--- src/hw/uart_fcs_pkg.sv ---
// Constants shared by the serial frame, control and status logic
package uart_fcs_pkg;
	localparam logic [7:0] ADDR_FRAME_MODE    = 8'h9A;
	localparam logic [7:0] ADDR_CONTROL_FLAGS = 8'h98;
	localparam logic [7:0] RST_FRAME_MODE     = 8'h0C;
	localparam logic [7:0] RST_CONTROL_FLAGS  = 8'h10;
	// Control flag bit positions
	localparam int CF_OVR  = 7;
	localparam int CF_PERR = 6;
	localparam int CF_ONE  = 5;
	localparam int CF_REN  = 4;
	localparam int CF_TBX  = 3;
	localparam int CF_RBX  = 2;
	localparam int CF_TI   = 1;
	localparam int CF_RI   = 0;
	// Frame mode bit positions
	localparam int FM_MCE  = 7;
	localparam int FM_PT_H = 6;
	localparam int FM_PT_L = 5;
	localparam int FM_PE   = 4;
	localparam int FM_DL_H = 3;
	localparam int FM_DL_L = 2;
	localparam int FM_XBE  = 1;
	localparam int FM_SBL  = 0;
	// Parity type codes; five-bit data length code
	localparam logic [1:0] PAR_ODD   = 2'h0;
	localparam logic [1:0] PAR_EVEN  = 2'h1;
	localparam logic [1:0] PAR_MARK  = 2'h2;
	localparam logic [1:0] PAR_SPACE = 2'h3;
	localparam logic [1:0] DL_FIVE   = 2'h0;
	// Oversampling (16 ticks per bit): last tick index, mid-start sample index; receive FIFO depth; word width
	localparam logic [3:0] SUB_LAST  = 4'hF;
	localparam logic [3:0] SUB_MID   = 4'h7;
	localparam logic [1:0] RX_DEPTH  = 2'h3;
	localparam int         WORD_W    = 8;

	typedef enum logic [4:0] {
		TX_IDLE  = 5'h01,
		TX_START = 5'h02,
		TX_DATA  = 5'h04,
		TX_EXTRA = 5'h08,
		TX_STOP  = 5'h10
	} tx_state_e;

	typedef enum logic [4:0] {
		RX_IDLE  = 5'h01,
		RX_START = 5'h02,
		RX_DATA  = 5'h04,
		RX_EXTRA = 5'h08,
		RX_STOP  = 5'h10
	} rx_state_e;
endpackage

--- src/hw/stream_buf2.sv ---
// Two-entry valid/ready buffer
module stream_buf2 #(
	parameter int W = 8
) (
	input  wire logic         i_clk,
	input  wire logic         i_srst,
	input  wire logic         i_ce,
	input  wire logic         i_in_valid,
	output logic              o_in_ready,
	input  wire logic [W-1:0] i_in_data,
	output logic              o_out_valid,
	input  wire logic         i_out_ready,
	output logic [W-1:0]      o_out_data
);
	typedef struct packed {
		logic [1:0][W-1:0] mem;
		logic [1:0]        cnt;
		logic              rdy;
	} buf_s;

	buf_s st_r;
	buf_s st_nxt;
	logic push;
	logic pop;

	// Ready from a flop, so no combinational path reaches the source
	assign o_in_ready  = st_r.rdy;
	assign o_out_valid = (st_r.cnt != 2'h0);
	assign o_out_data  = st_r.mem[0];
	assign push        = i_in_valid && o_in_ready;
	assign pop         = o_out_valid && i_out_ready;

	always_comb begin
		st_nxt = st_r;
		if (pop) begin
			st_nxt.mem[0] = st_r.mem[1];
			st_nxt.cnt    = st_r.cnt - 2'h1;
		end
		if (push) begin
			st_nxt.mem[st_nxt.cnt[0]] = i_in_data;
			st_nxt.cnt                = st_nxt.cnt + 2'h1;
		end
		st_nxt.rdy = (st_nxt.cnt != 2'h2);
	end

	always_ff @(posedge i_clk) begin
		if (i_srst) begin
			st_r     <= '0;
			st_r.rdy <= 1'b1;
		end else if (i_ce) begin
			st_r <= st_nxt;
		end
	end
endmodule // stream_buf2

--- src/hw/uart_frame_control_status.sv ---
// Serial port frame format, control flags, status flags and bit engines
////////////////////////////////////////////////////////////////////////////////
// How it works
// RULE1: With parity on, a wrong received parity bit sets the sticky parity error flag.
// RULE2: Receive enable low blocks new frames; held FIFO bytes remain readable.
// RULE3: Length field picks five to eight data bits for both directions.
// RULE4: Frame sent sets transmit done; it requests interrupt; only software clears.
// RULE5: Three-byte receive FIFO; byte arriving when full is dropped, overrun set.
// RULE6: Multiprocessor mode raises receive done only when stop and extra bits are one.
// RULE7: Two stop bits apply only to six, seven or eight data bits.
// RULE8: Parity on disables extra bit and filtering; parity takes that position.
// RULE9: Odd, even, mark and space parity carry their usual meanings.
module uart_frame_control_status (
	input  wire logic       I_CLK_SYS,
	input  wire logic       I_SRST,
	input  wire logic       I_CE,
	input  wire logic       I_BAUD_TICK16,
	input  wire logic [7:0] I_SFR_ADDR,
	input  wire logic       I_SFR_WR,
	input  wire logic       I_SFR_RD,
	input  wire logic [7:0] I_SFR_WDATA,
	output logic [7:0]      O_SFR_RDATA,
	input  wire logic       I_TX_VALID,
	output logic            O_TX_READY,
	input  wire logic [7:0] I_TX_DATA,
	output logic            O_RX_VALID,
	output logic [7:0]      O_RX_DATA,
	input  wire logic       I_RX_POP,
	input  wire logic       I_INT_EN,
	output logic            O_IRQ,
	input  wire logic       I_RXD,
	output logic            O_TXD
);
	typedef struct packed {
		logic [7:0]                       mode;
		logic [7:0]                       ctrl;
		logic [7:0]                       rdata;
		uart_fcs_pkg::tx_state_e          tx_state;
		logic [3:0]                       tx_sub;
		logic [2:0]                       tx_idx;
		logic [7:0]                       tx_sh;
		logic                             tx_par;
		logic                             txd;
		uart_fcs_pkg::rx_state_e          rx_state;
		logic [3:0]                       rx_sub;
		logic [2:0]                       rx_idx;
		logic [7:0]                       rx_sh;
		logic                             rx_xbit;
		logic                             rx_stop_ok;
		logic                             rx_s1;
		logic                             rx_s2;
		logic [2:0][8:0]                  fifo;
		logic [1:0]                       cnt;
		logic                             rx_valid;
		logic                             irq;
	} core_s;

	core_s core_r;
	core_s core_nxt;
	logic       buf_valid;
	logic [7:0] buf_data;
	logic       buf_take;

	////////////////////////////////////////////////////////////////////////////
	// Helpers

	function automatic logic [2:0] last_idx(input logic [1:0] dl);
		last_idx = {1'b0, dl} + 3'h4; // RULE3
	endfunction

	function automatic logic [7:0] mask_data(input logic [7:0] d, input logic [1:0] dl);
		mask_data = d & (8'hFF >> (2'h3 - dl)); // RULE3
	endfunction

	function automatic logic par_bit(input logic [7:0] d, input logic [1:0] pt);
		case (pt) // RULE9
			uart_fcs_pkg::PAR_ODD:  par_bit = ~^d;
			uart_fcs_pkg::PAR_EVEN: par_bit = ^d;
			uart_fcs_pkg::PAR_MARK: par_bit = 1'b1;
			default:                par_bit = 1'b0;
		endcase
	endfunction

	////////////////////////////////////////////////////////////////////////////
	// Transmit word buffer; a stalled engine back-pressures the source

	stream_buf2 #(
		.W (uart_fcs_pkg::WORD_W)
	) u_tx_buf (
		.i_clk       (I_CLK_SYS),
		.i_srst      (I_SRST),
		.i_ce        (I_CE),
		.i_in_valid  (I_TX_VALID),
		.o_in_ready  (O_TX_READY),
		.i_in_data   (I_TX_DATA),
		.o_out_valid (buf_valid),
		.i_out_ready (buf_take),
		.o_out_data  (buf_data)
	);

	assign buf_take = (core_r.tx_state == uart_fcs_pkg::TX_IDLE);

	////////////////////////////////////////////////////////////////////////////
	// Next state

	always_comb begin
		logic [1:0] dl;
		logic [1:0] pt;
		logic       pe;
		logic       xbe_eff;
		logic       mce_eff;
		logic       two_stop;
		logic       ti_set;
		logic       ri_set;
		logic       ovr_set;
		logic       perr_set;
		logic       push;
		logic       pop;
		logic       rbx;
		logic [7:0] rx_word;
		logic       wr_ctrl;
		dl       = core_r.mode[uart_fcs_pkg::FM_DL_H:uart_fcs_pkg::FM_DL_L];
		pt       = core_r.mode[uart_fcs_pkg::FM_PT_H:uart_fcs_pkg::FM_PT_L];
		pe       = core_r.mode[uart_fcs_pkg::FM_PE];
		xbe_eff  = core_r.mode[uart_fcs_pkg::FM_XBE] & ~pe; // RULE8
		mce_eff  = core_r.mode[uart_fcs_pkg::FM_MCE] & ~pe; // RULE8
		two_stop = core_r.mode[uart_fcs_pkg::FM_SBL] && (dl != uart_fcs_pkg::DL_FIVE); // RULE7
		ti_set   = 1'b0;
		ri_set   = 1'b0;
		ovr_set  = 1'b0;
		perr_set = 1'b0;
		push     = 1'b0;
		pop      = I_RX_POP && (core_r.cnt != 2'h0); // RULE2
		rbx      = 1'b0;
		rx_word  = 8'h00;
		wr_ctrl  = I_SFR_WR && (I_SFR_ADDR == uart_fcs_pkg::ADDR_CONTROL_FLAGS);
		core_nxt = core_r;

		// Pin synchroniser
		core_nxt.rx_s1 = I_RXD;
		core_nxt.rx_s2 = core_r.rx_s1;

		// Transmit engine
		case (core_r.tx_state)
			uart_fcs_pkg::TX_IDLE: begin
				core_nxt.txd = 1'b1;
				if (buf_valid) begin
					core_nxt.tx_sh    = mask_data(buf_data, dl);
					core_nxt.tx_par   = par_bit(mask_data(buf_data, dl), pt); // RULE9
					core_nxt.tx_state = uart_fcs_pkg::TX_START;
					core_nxt.tx_sub   = 4'h0;
					core_nxt.txd      = 1'b0;
				end
			end
			uart_fcs_pkg::TX_START: begin
				if (I_BAUD_TICK16) begin
					core_nxt.tx_sub = core_r.tx_sub + 4'h1;
					if (core_r.tx_sub == uart_fcs_pkg::SUB_LAST) begin
						core_nxt.tx_state = uart_fcs_pkg::TX_DATA;
						core_nxt.tx_idx   = 3'h0;
						core_nxt.txd      = core_r.tx_sh[0];
					end
				end
			end
			uart_fcs_pkg::TX_DATA: begin
				if (I_BAUD_TICK16) begin
					core_nxt.tx_sub = core_r.tx_sub + 4'h1;
					if (core_r.tx_sub == uart_fcs_pkg::SUB_LAST) begin
						core_nxt.tx_sh  = {1'b0, core_r.tx_sh[7:1]};
						core_nxt.tx_idx = core_r.tx_idx + 3'h1;
						core_nxt.txd    = core_r.tx_sh[1];
						if (core_r.tx_idx == last_idx(dl)) begin // RULE3
							if (pe || xbe_eff) begin
								core_nxt.tx_state = uart_fcs_pkg::TX_EXTRA;
								// Parity takes the extra bit slot
								core_nxt.txd = pe ? core_r.tx_par
									: core_r.ctrl[uart_fcs_pkg::CF_TBX]; // RULE8
							end else begin
								core_nxt.tx_state = uart_fcs_pkg::TX_STOP;
								core_nxt.tx_idx   = 3'h0;
								core_nxt.txd      = 1'b1;
								ti_set            = 1'b1; // RULE4
							end
						end
					end
				end
			end
			uart_fcs_pkg::TX_EXTRA: begin
				if (I_BAUD_TICK16) begin
					core_nxt.tx_sub = core_r.tx_sub + 4'h1;
					if (core_r.tx_sub == uart_fcs_pkg::SUB_LAST) begin
						core_nxt.tx_state = uart_fcs_pkg::TX_STOP;
						core_nxt.tx_idx   = 3'h0;
						core_nxt.txd      = 1'b1;
						ti_set            = 1'b1; // RULE4
					end
				end
			end
			uart_fcs_pkg::TX_STOP: begin
				core_nxt.txd = 1'b1;
				if (I_BAUD_TICK16) begin
					core_nxt.tx_sub = core_r.tx_sub + 4'h1;
					if (core_r.tx_sub == uart_fcs_pkg::SUB_LAST) begin
						if (two_stop && (core_r.tx_idx == 3'h0)) begin // RULE7
							core_nxt.tx_idx = 3'h1;
						end else begin
							core_nxt.tx_state = uart_fcs_pkg::TX_IDLE;
						end
					end
				end
			end
			default: begin
				core_nxt.tx_state = uart_fcs_pkg::TX_IDLE;
			end
		endcase

		// Receive engine; samples mid-bit, 16 ticks apart after the start check
		case (core_r.rx_state)
			uart_fcs_pkg::RX_IDLE: begin
				if (core_r.ctrl[uart_fcs_pkg::CF_REN] && !core_r.rx_s2) begin // RULE2
					core_nxt.rx_state   = uart_fcs_pkg::RX_START;
					core_nxt.rx_sub     = 4'h0;
					core_nxt.rx_stop_ok = 1'b1;
				end
			end
			uart_fcs_pkg::RX_START: begin
				if (I_BAUD_TICK16) begin
					core_nxt.rx_sub = core_r.rx_sub + 4'h1;
					if (core_r.rx_sub == uart_fcs_pkg::SUB_MID) begin
						// A glitch shorter than half a bit is not a start
						core_nxt.rx_state = core_r.rx_s2 ? uart_fcs_pkg::RX_IDLE
							: uart_fcs_pkg::RX_DATA;
						core_nxt.rx_sub = 4'h0;
						core_nxt.rx_idx = 3'h0;
					end
				end
			end
			uart_fcs_pkg::RX_DATA: begin
				if (I_BAUD_TICK16) begin
					core_nxt.rx_sub = core_r.rx_sub + 4'h1;
					if (core_r.rx_sub == uart_fcs_pkg::SUB_LAST) begin
						core_nxt.rx_sh  = {core_r.rx_s2, core_r.rx_sh[7:1]};
						core_nxt.rx_idx = core_r.rx_idx + 3'h1;
						if (core_r.rx_idx == last_idx(dl)) begin // RULE3
							core_nxt.rx_state = (pe || xbe_eff) ? uart_fcs_pkg::RX_EXTRA
								: uart_fcs_pkg::RX_STOP;
							core_nxt.rx_idx = 3'h0;
						end
					end
				end
			end
			uart_fcs_pkg::RX_EXTRA: begin
				if (I_BAUD_TICK16) begin
					core_nxt.rx_sub = core_r.rx_sub + 4'h1;
					if (core_r.rx_sub == uart_fcs_pkg::SUB_LAST) begin
						core_nxt.rx_xbit  = core_r.rx_s2;
						core_nxt.rx_state = uart_fcs_pkg::RX_STOP;
					end
				end
			end
			uart_fcs_pkg::RX_STOP: begin
				if (I_BAUD_TICK16) begin
					core_nxt.rx_sub = core_r.rx_sub + 4'h1;
					if (core_r.rx_sub == uart_fcs_pkg::SUB_LAST) begin
						core_nxt.rx_stop_ok = core_r.rx_stop_ok & core_r.rx_s2;
						// Parity keeps its slot, so a second stop cannot hide it
						if (core_r.rx_idx == 3'h0 && !(pe || xbe_eff)) begin
							// Without an extra bit the first stop bit is reported
							core_nxt.rx_xbit = core_r.rx_s2;
						end
						if (two_stop && (core_r.rx_idx == 3'h0)) begin // RULE7
							core_nxt.rx_idx = 3'h1;
						end else begin
							core_nxt.rx_state = uart_fcs_pkg::RX_IDLE;
							rx_word = mask_data(core_r.rx_sh >> (2'h3 - dl), dl);
							rbx     = core_nxt.rx_xbit;
							if (pe && (core_r.rx_xbit != par_bit(rx_word, pt))) begin
								perr_set = 1'b1; // RULE1
							end
							if (core_nxt.rx_stop_ok) begin
								if (core_r.cnt == uart_fcs_pkg::RX_DEPTH && !pop) begin
									ovr_set = 1'b1; // RULE5
								end else begin
									push = 1'b1;
									// Filter needs the extra bit; stops already checked
									ri_set = !mce_eff || rbx; // RULE6
								end
							end
						end
					end
				end
			end
			default: begin
				core_nxt.rx_state = uart_fcs_pkg::RX_IDLE;
			end
		endcase

		// Receive FIFO, head at entry 0
		if (pop) begin
			core_nxt.fifo[0] = core_r.fifo[1];
			core_nxt.fifo[1] = core_r.fifo[2];
			core_nxt.cnt     = core_r.cnt - 2'h1;
		end
		if (push) begin
			core_nxt.fifo[core_nxt.cnt] = {rbx, rx_word}; // RULE5
			core_nxt.cnt                = core_nxt.cnt + 2'h1;
		end
		core_nxt.rx_valid = (core_nxt.cnt != 2'h0);

		// Register writes; hardware sets win over a same-cycle clear
		if (I_SFR_WR && (I_SFR_ADDR == uart_fcs_pkg::ADDR_FRAME_MODE)) begin
			core_nxt.mode = I_SFR_WDATA;
		end
		if (wr_ctrl) begin
			core_nxt.ctrl = I_SFR_WDATA;
		end
		core_nxt.ctrl[uart_fcs_pkg::CF_ONE] = 1'b0;
		core_nxt.ctrl[uart_fcs_pkg::CF_RBX] = 1'b0;
		if (ovr_set) begin
			core_nxt.ctrl[uart_fcs_pkg::CF_OVR] = 1'b1; // RULE5
		end
		if (perr_set) begin
			core_nxt.ctrl[uart_fcs_pkg::CF_PERR] = 1'b1; // RULE1
		end
		if (ti_set) begin
			core_nxt.ctrl[uart_fcs_pkg::CF_TI] = 1'b1; // RULE4
		end
		if (ri_set) begin
			core_nxt.ctrl[uart_fcs_pkg::CF_RI] = 1'b1; // RULE6
		end
		core_nxt.irq = I_INT_EN && (core_nxt.ctrl[uart_fcs_pkg::CF_TI]
			|| core_nxt.ctrl[uart_fcs_pkg::CF_RI]); // RULE4

		// Read data, registered one cycle after the strobe
		if (I_SFR_RD) begin
			if (I_SFR_ADDR == uart_fcs_pkg::ADDR_FRAME_MODE) begin
				core_nxt.rdata = core_r.mode;
			end else if (I_SFR_ADDR == uart_fcs_pkg::ADDR_CONTROL_FLAGS) begin
				core_nxt.rdata = core_r.ctrl;
				core_nxt.rdata[uart_fcs_pkg::CF_ONE] = 1'b1;
				// Stale entries stay in the array; empty reads zero
				core_nxt.rdata[uart_fcs_pkg::CF_RBX] = core_r.fifo[0][8] && core_r.rx_valid;
			end else begin
				core_nxt.rdata = 8'h00;
			end
		end
	end

	////////////////////////////////////////////////////////////////////////////
	// State register

	always_ff @(posedge I_CLK_SYS) begin
		if (I_SRST) begin
			core_r          <= '0;
			core_r.mode     <= uart_fcs_pkg::RST_FRAME_MODE;
			core_r.ctrl     <= uart_fcs_pkg::RST_CONTROL_FLAGS;
			core_r.tx_state <= uart_fcs_pkg::TX_IDLE;
			core_r.rx_state <= uart_fcs_pkg::RX_IDLE;
			core_r.txd      <= 1'b1;
			core_r.rx_s1    <= 1'b1;
			core_r.rx_s2    <= 1'b1;
		end else if (I_CE) begin
			core_r <= core_nxt;
		end
	end

	assign O_SFR_RDATA = core_r.rdata;
	assign O_RX_VALID  = core_r.rx_valid;
	assign O_RX_DATA   = core_r.fifo[0][7:0];
	assign O_IRQ       = core_r.irq;
	assign O_TXD       = core_r.txd;
endmodule // uart_frame_control_status

--- config.mk ---
export PLATFORM = sky130hd
export DESIGN_NAME = uart_frame_control_status
export DESIGN_NICKNAME = d
export VERILOG_FILES = /design/src/hw/uart_fcs_pkg.sv /design/src/hw/stream_buf2.sv /design/src/hw/uart_frame_control_status.sv
export SDC_FILE = /design/constraint.sdc
export NUM_CORES = 1
export LEC_CHECK = 0
export BUFFER_PORTS_ARGS = -buffer_cell sky130_fd_sc_hd__buf_2
export CAP_MARGIN = 10
export CORE_ASPECT_RATIO = 1.1
export CORE_MARGIN = 2
export CORE_UTILIZATION = 55
export DETAILED_ROUTE_END_ITERATION = 8
export PLACE_DENSITY = 0.75
export SLEW_MARGIN = 15
export SYNTH_ARGS = -nofsm -noshare
export SYNTH_HDL_FRONTEND = slang
export SYNTH_SLANG_ARGS = --single-unit
export TNS_END_PERCENT = 100
--- constraint.sdc ---
create_clock -name I_CLK_SYS -period 2.6 [get_ports I_CLK_SYS]
set_input_delay 0.78 -clock I_CLK_SYS [delete_from_list [all_inputs] [get_ports I_CLK_SYS]]
set_output_delay 0.78 -clock I_CLK_SYS [all_outputs]
set_load 0.05 [all_outputs]
==> results.json <==
{
  "critPathKind": "reg -> reg",
  "drc": 0,
  "syn_nets": 859,
  "rrSetupSlack_ps": 160,
  "finClkSkew_ps": 8.386,
  "wl_per_cell_um": 17.47,
  "initial_utilization_pct": 56.57,
  "crit_fanout": 10,
  "port_buffers": 53,
  "grt_overflow": 0,
  "ff2ff_path_depth": 10,
  "dp_cells": 986,
  "areaGrowthSynthToFinish_pct": 14.86,
  "setup_viol": 0,
  "first_pass_iters": 5,
  "max_slew_margin_pct": 30.04,
  "rr_startpoint": "core_r[2]",
  "crit_end": "O_RX_DATA[2]",
  "path_depth": 10,
  "p_leak_nw": 3.267,
  "fin_cells": 1019,
  "die_h_um": 120.9,
  "die_x_um": 110.3,
  "cpMaxStageDelayCell": "dfxtp_1",
  "grt_max_degree": 100,
  "cts_tree": "yes",
  "worstSetupStartpointType": "flip-flop",
  "rows": 42,
  "antenna_cells": 0,
  "slew_viol_final": 0,
  "cp_data_required_time_ps": 2940,
  "yosysTopAreaCell": "dfxtp_1",
  "path_buf_inv": 3,
  "drive_gt1_share_pct": 19.31,
  "grt_pass1_wl_mm": 28.72,
  "synthTopCellsByArea": "dfxtp_1 35%, mux2i_1 7.8%, nor2_1 5.5%, a21oi_1 4.2%, mux2_2 3.1%",
  "ys_warn_count": 0,
  "numCtsBuffers": 17,
  "boundaryPins": 54,
  "clock_latency_ps": 420,
  "worst_slack_ps": 162.2,
  "syn_area_per_cell_sq_um": 8.411,
  "cts-root-buf": "clkbuf_16",
  "hold_buffers": 0,
  "r2r_end": "O_RX_DATA[2]",
  "synthFlopType": "dfxtp_1",
  "post-route-period-util_pct": 93.76,
  "cp_cell_sequence": "inv_1 -> ha_1 -> nand2b_2 -> xnor2_2 -> inv_1 -> ha_1 -> nand4_1 -> buf_4 -> mux2_2 -> a21oi_1",
  "crit_arrival_ps": 2780,
  "cts_sinks": 118,
  "vdd_drop_max_mv": 0.5457,
  "cpLargestDelayFamily": "flip-flops",
  "final_hold_viol_count": 0,
  "p_per_area_nw_per_um2": 745.6,
  "core_sq_um": 12090,
  "wirelength_mm": 17.80,
  "drv_cap": 0,
  "multi_input_area_sq_um": 3989,
  "fin_nets": 899,
  "dieArea_sq_um": 13340,
  "synth.most_common_cell": "dfxtp_1",
  "grtUsageTotal_pct": 27.61,
  "synth_commonest_cells": "118 x dfxtp_1, 100 x nor2_1, 58 x a21oi_1",
  "htree_num_levels": 4,
  "endpoint_kind": "flip-flop",
  "gp_congestion": 0.9128,
  "ant_nets": 0,
  "ys_ff_latch": 118,
  "fin_crit_ps": 2438,
  "seq_area_frac_synth_pct": 34.55,
  "max_stage_delay_ps": 430,
  "seq_area_sq_um": 2362,
  "dp_hpwl_mm": 12.60,
  "ys_types": 83,
  "worstMarginPinSlew_ps": 1036,
  "grt_pass1_vias": 5921,
  "n_fill_cell": 1006,
  "rsz0062_at_grt": "false",
  "hold_path_class": "reg -> reg",
  "max_freq_mhz": 410.2,
  "cts_max_path_buffers": 2,
  "pre_cts_slack_ps": -15.73,
  "yosys.area.top_type_share_pct": 34.55,
  "ys_async_sr_fraction_pct": 0,
  "post_synth_inst_count": 813,
  "synth_area_sq_um": 6838,
  "p_total_mw": 5.855,
  "antenna_found_initial": 0,
  "status": "completed",
  "viasPerCell": 6.055,
  "vias": 6170,
  "drt-initial-drc-count": 518,
  "crit_start": "core_r[2]",
  "synth_edf_count": 0,
  "path_clk_slew_ps": 60
}
==> logic make-up after synthesis <==
kind of cell    Yosys count  share of synthesized area (%)
buf+inv                 108                          7.301
mux                      74                          11.55
compound gates          195                          19.67
simple gates            281                          21.34
fa+ha+maj                12                          2.196
flops                   118                          34.55
xor+xnor                 25                          3.404
==> layout make-up <==
class / count / share of cell area [%]
Clock inverter: 9 / 1.274
Sequential cell: 118 / 30.08
Inverter: 36 / 1.721
Tap cell: 154 / 2.453
Multi-Input combinational cell: 587 / 50.79
Timing Repair Buffer: 93 / 7.520
Clock buffer: 22 / 6.165
==> repair_timing <==
action | in CTS | in global routing
buffers inserted | 0 | 2
hold endpoints to repair | 0 | 0
resized for setup | 0 | 3
setup endpoints to repair | 0 | 8
==> routing by layer <==
layer | wire length (um) | track usage [%] | vias up
li1 | - | - | 2994
met1 | 7513 | 33.24 | 2953
met2 | 8933 | 47.16 | 188
met3 | 908 | 5.747 | 35
met4 | 447 | 11.64 | 0
met5 | 0 | 0 | -
==> worst register-to-register path: cells and delay by family, from the launching register on <==
family | cells | cell delay, ps
simple gates | 2 | 410
buf+inv | 3 | 380
xor+xnor | 1 | 220
fa+ha+maj | 2 | 420
mux | 1 | 350
flops | 1 | 430
compound gates | 1 | 160
==> layout by cell type (no fill, tap or decap), types with 17 or more instances in the layout <==
master       n
nor2_1     100
nor3_1      20
buf_4       38
nand3_1     19
a211oi_1    27
mux2i_1     53
mux2_2      19
o21ai_0     25
inv_1       36
dfxtp_1    118
a21oi_1     58
nand2_1     46
buf_2       53
clkbuf_16   17
==> report_power, final <==
part | leakage [nW] | switching (mW) | internal (mW)
Combinational | 2.02 | 0.881 | 0.574
Clock | 0.288 | 0.817 | 1.49
Sequential | 0.957 | 0.125 | 1.96
==> worst min-delay path by stage <==
stage,startpoint,to,cells past startpoint
5_1_grt,core_r[22],core_r[22],2
3_5_place_dp,core_r[26],core_r[26],2
3_3_place_gp,core_r[22],core_r[22],2
6_report,core_r[26],core_r[26],2
4_1_cts,core_r[26],core_r[26],2
2_1_floorplan,core_r[26],core_r[26],2
==> stage by stage <==
stage	cell area, sq um	TNS, ps	util (%)	hold slack, ps
3_3_place_gp	7242	0	59.92	436.8
5_1_grt	7854	0	64.98	474.1
4_1_cts	7826	0	64.75	448.5
2_1_floorplan	6838	0	-	427.2
6_report	7854	0	64.98	451.0
3_5_place_dp	7242	-15.73	59.92	440.9
==> flip-flops by register name, summed over array words and instances (netlist names) <==
register             flops
O_IRQ                    1
O_RX_DATA                8
O_RX_VALID               1
O_SFR_RDATA              8
O_TXD                    1
core_nxt                 1
core_r                  79
u_tx_buf.o_in_ready      1
u_tx_buf.o_out_data      8
u_tx_buf.st_r           10
No activity file was read; power rests on OpenSTA's default activity.
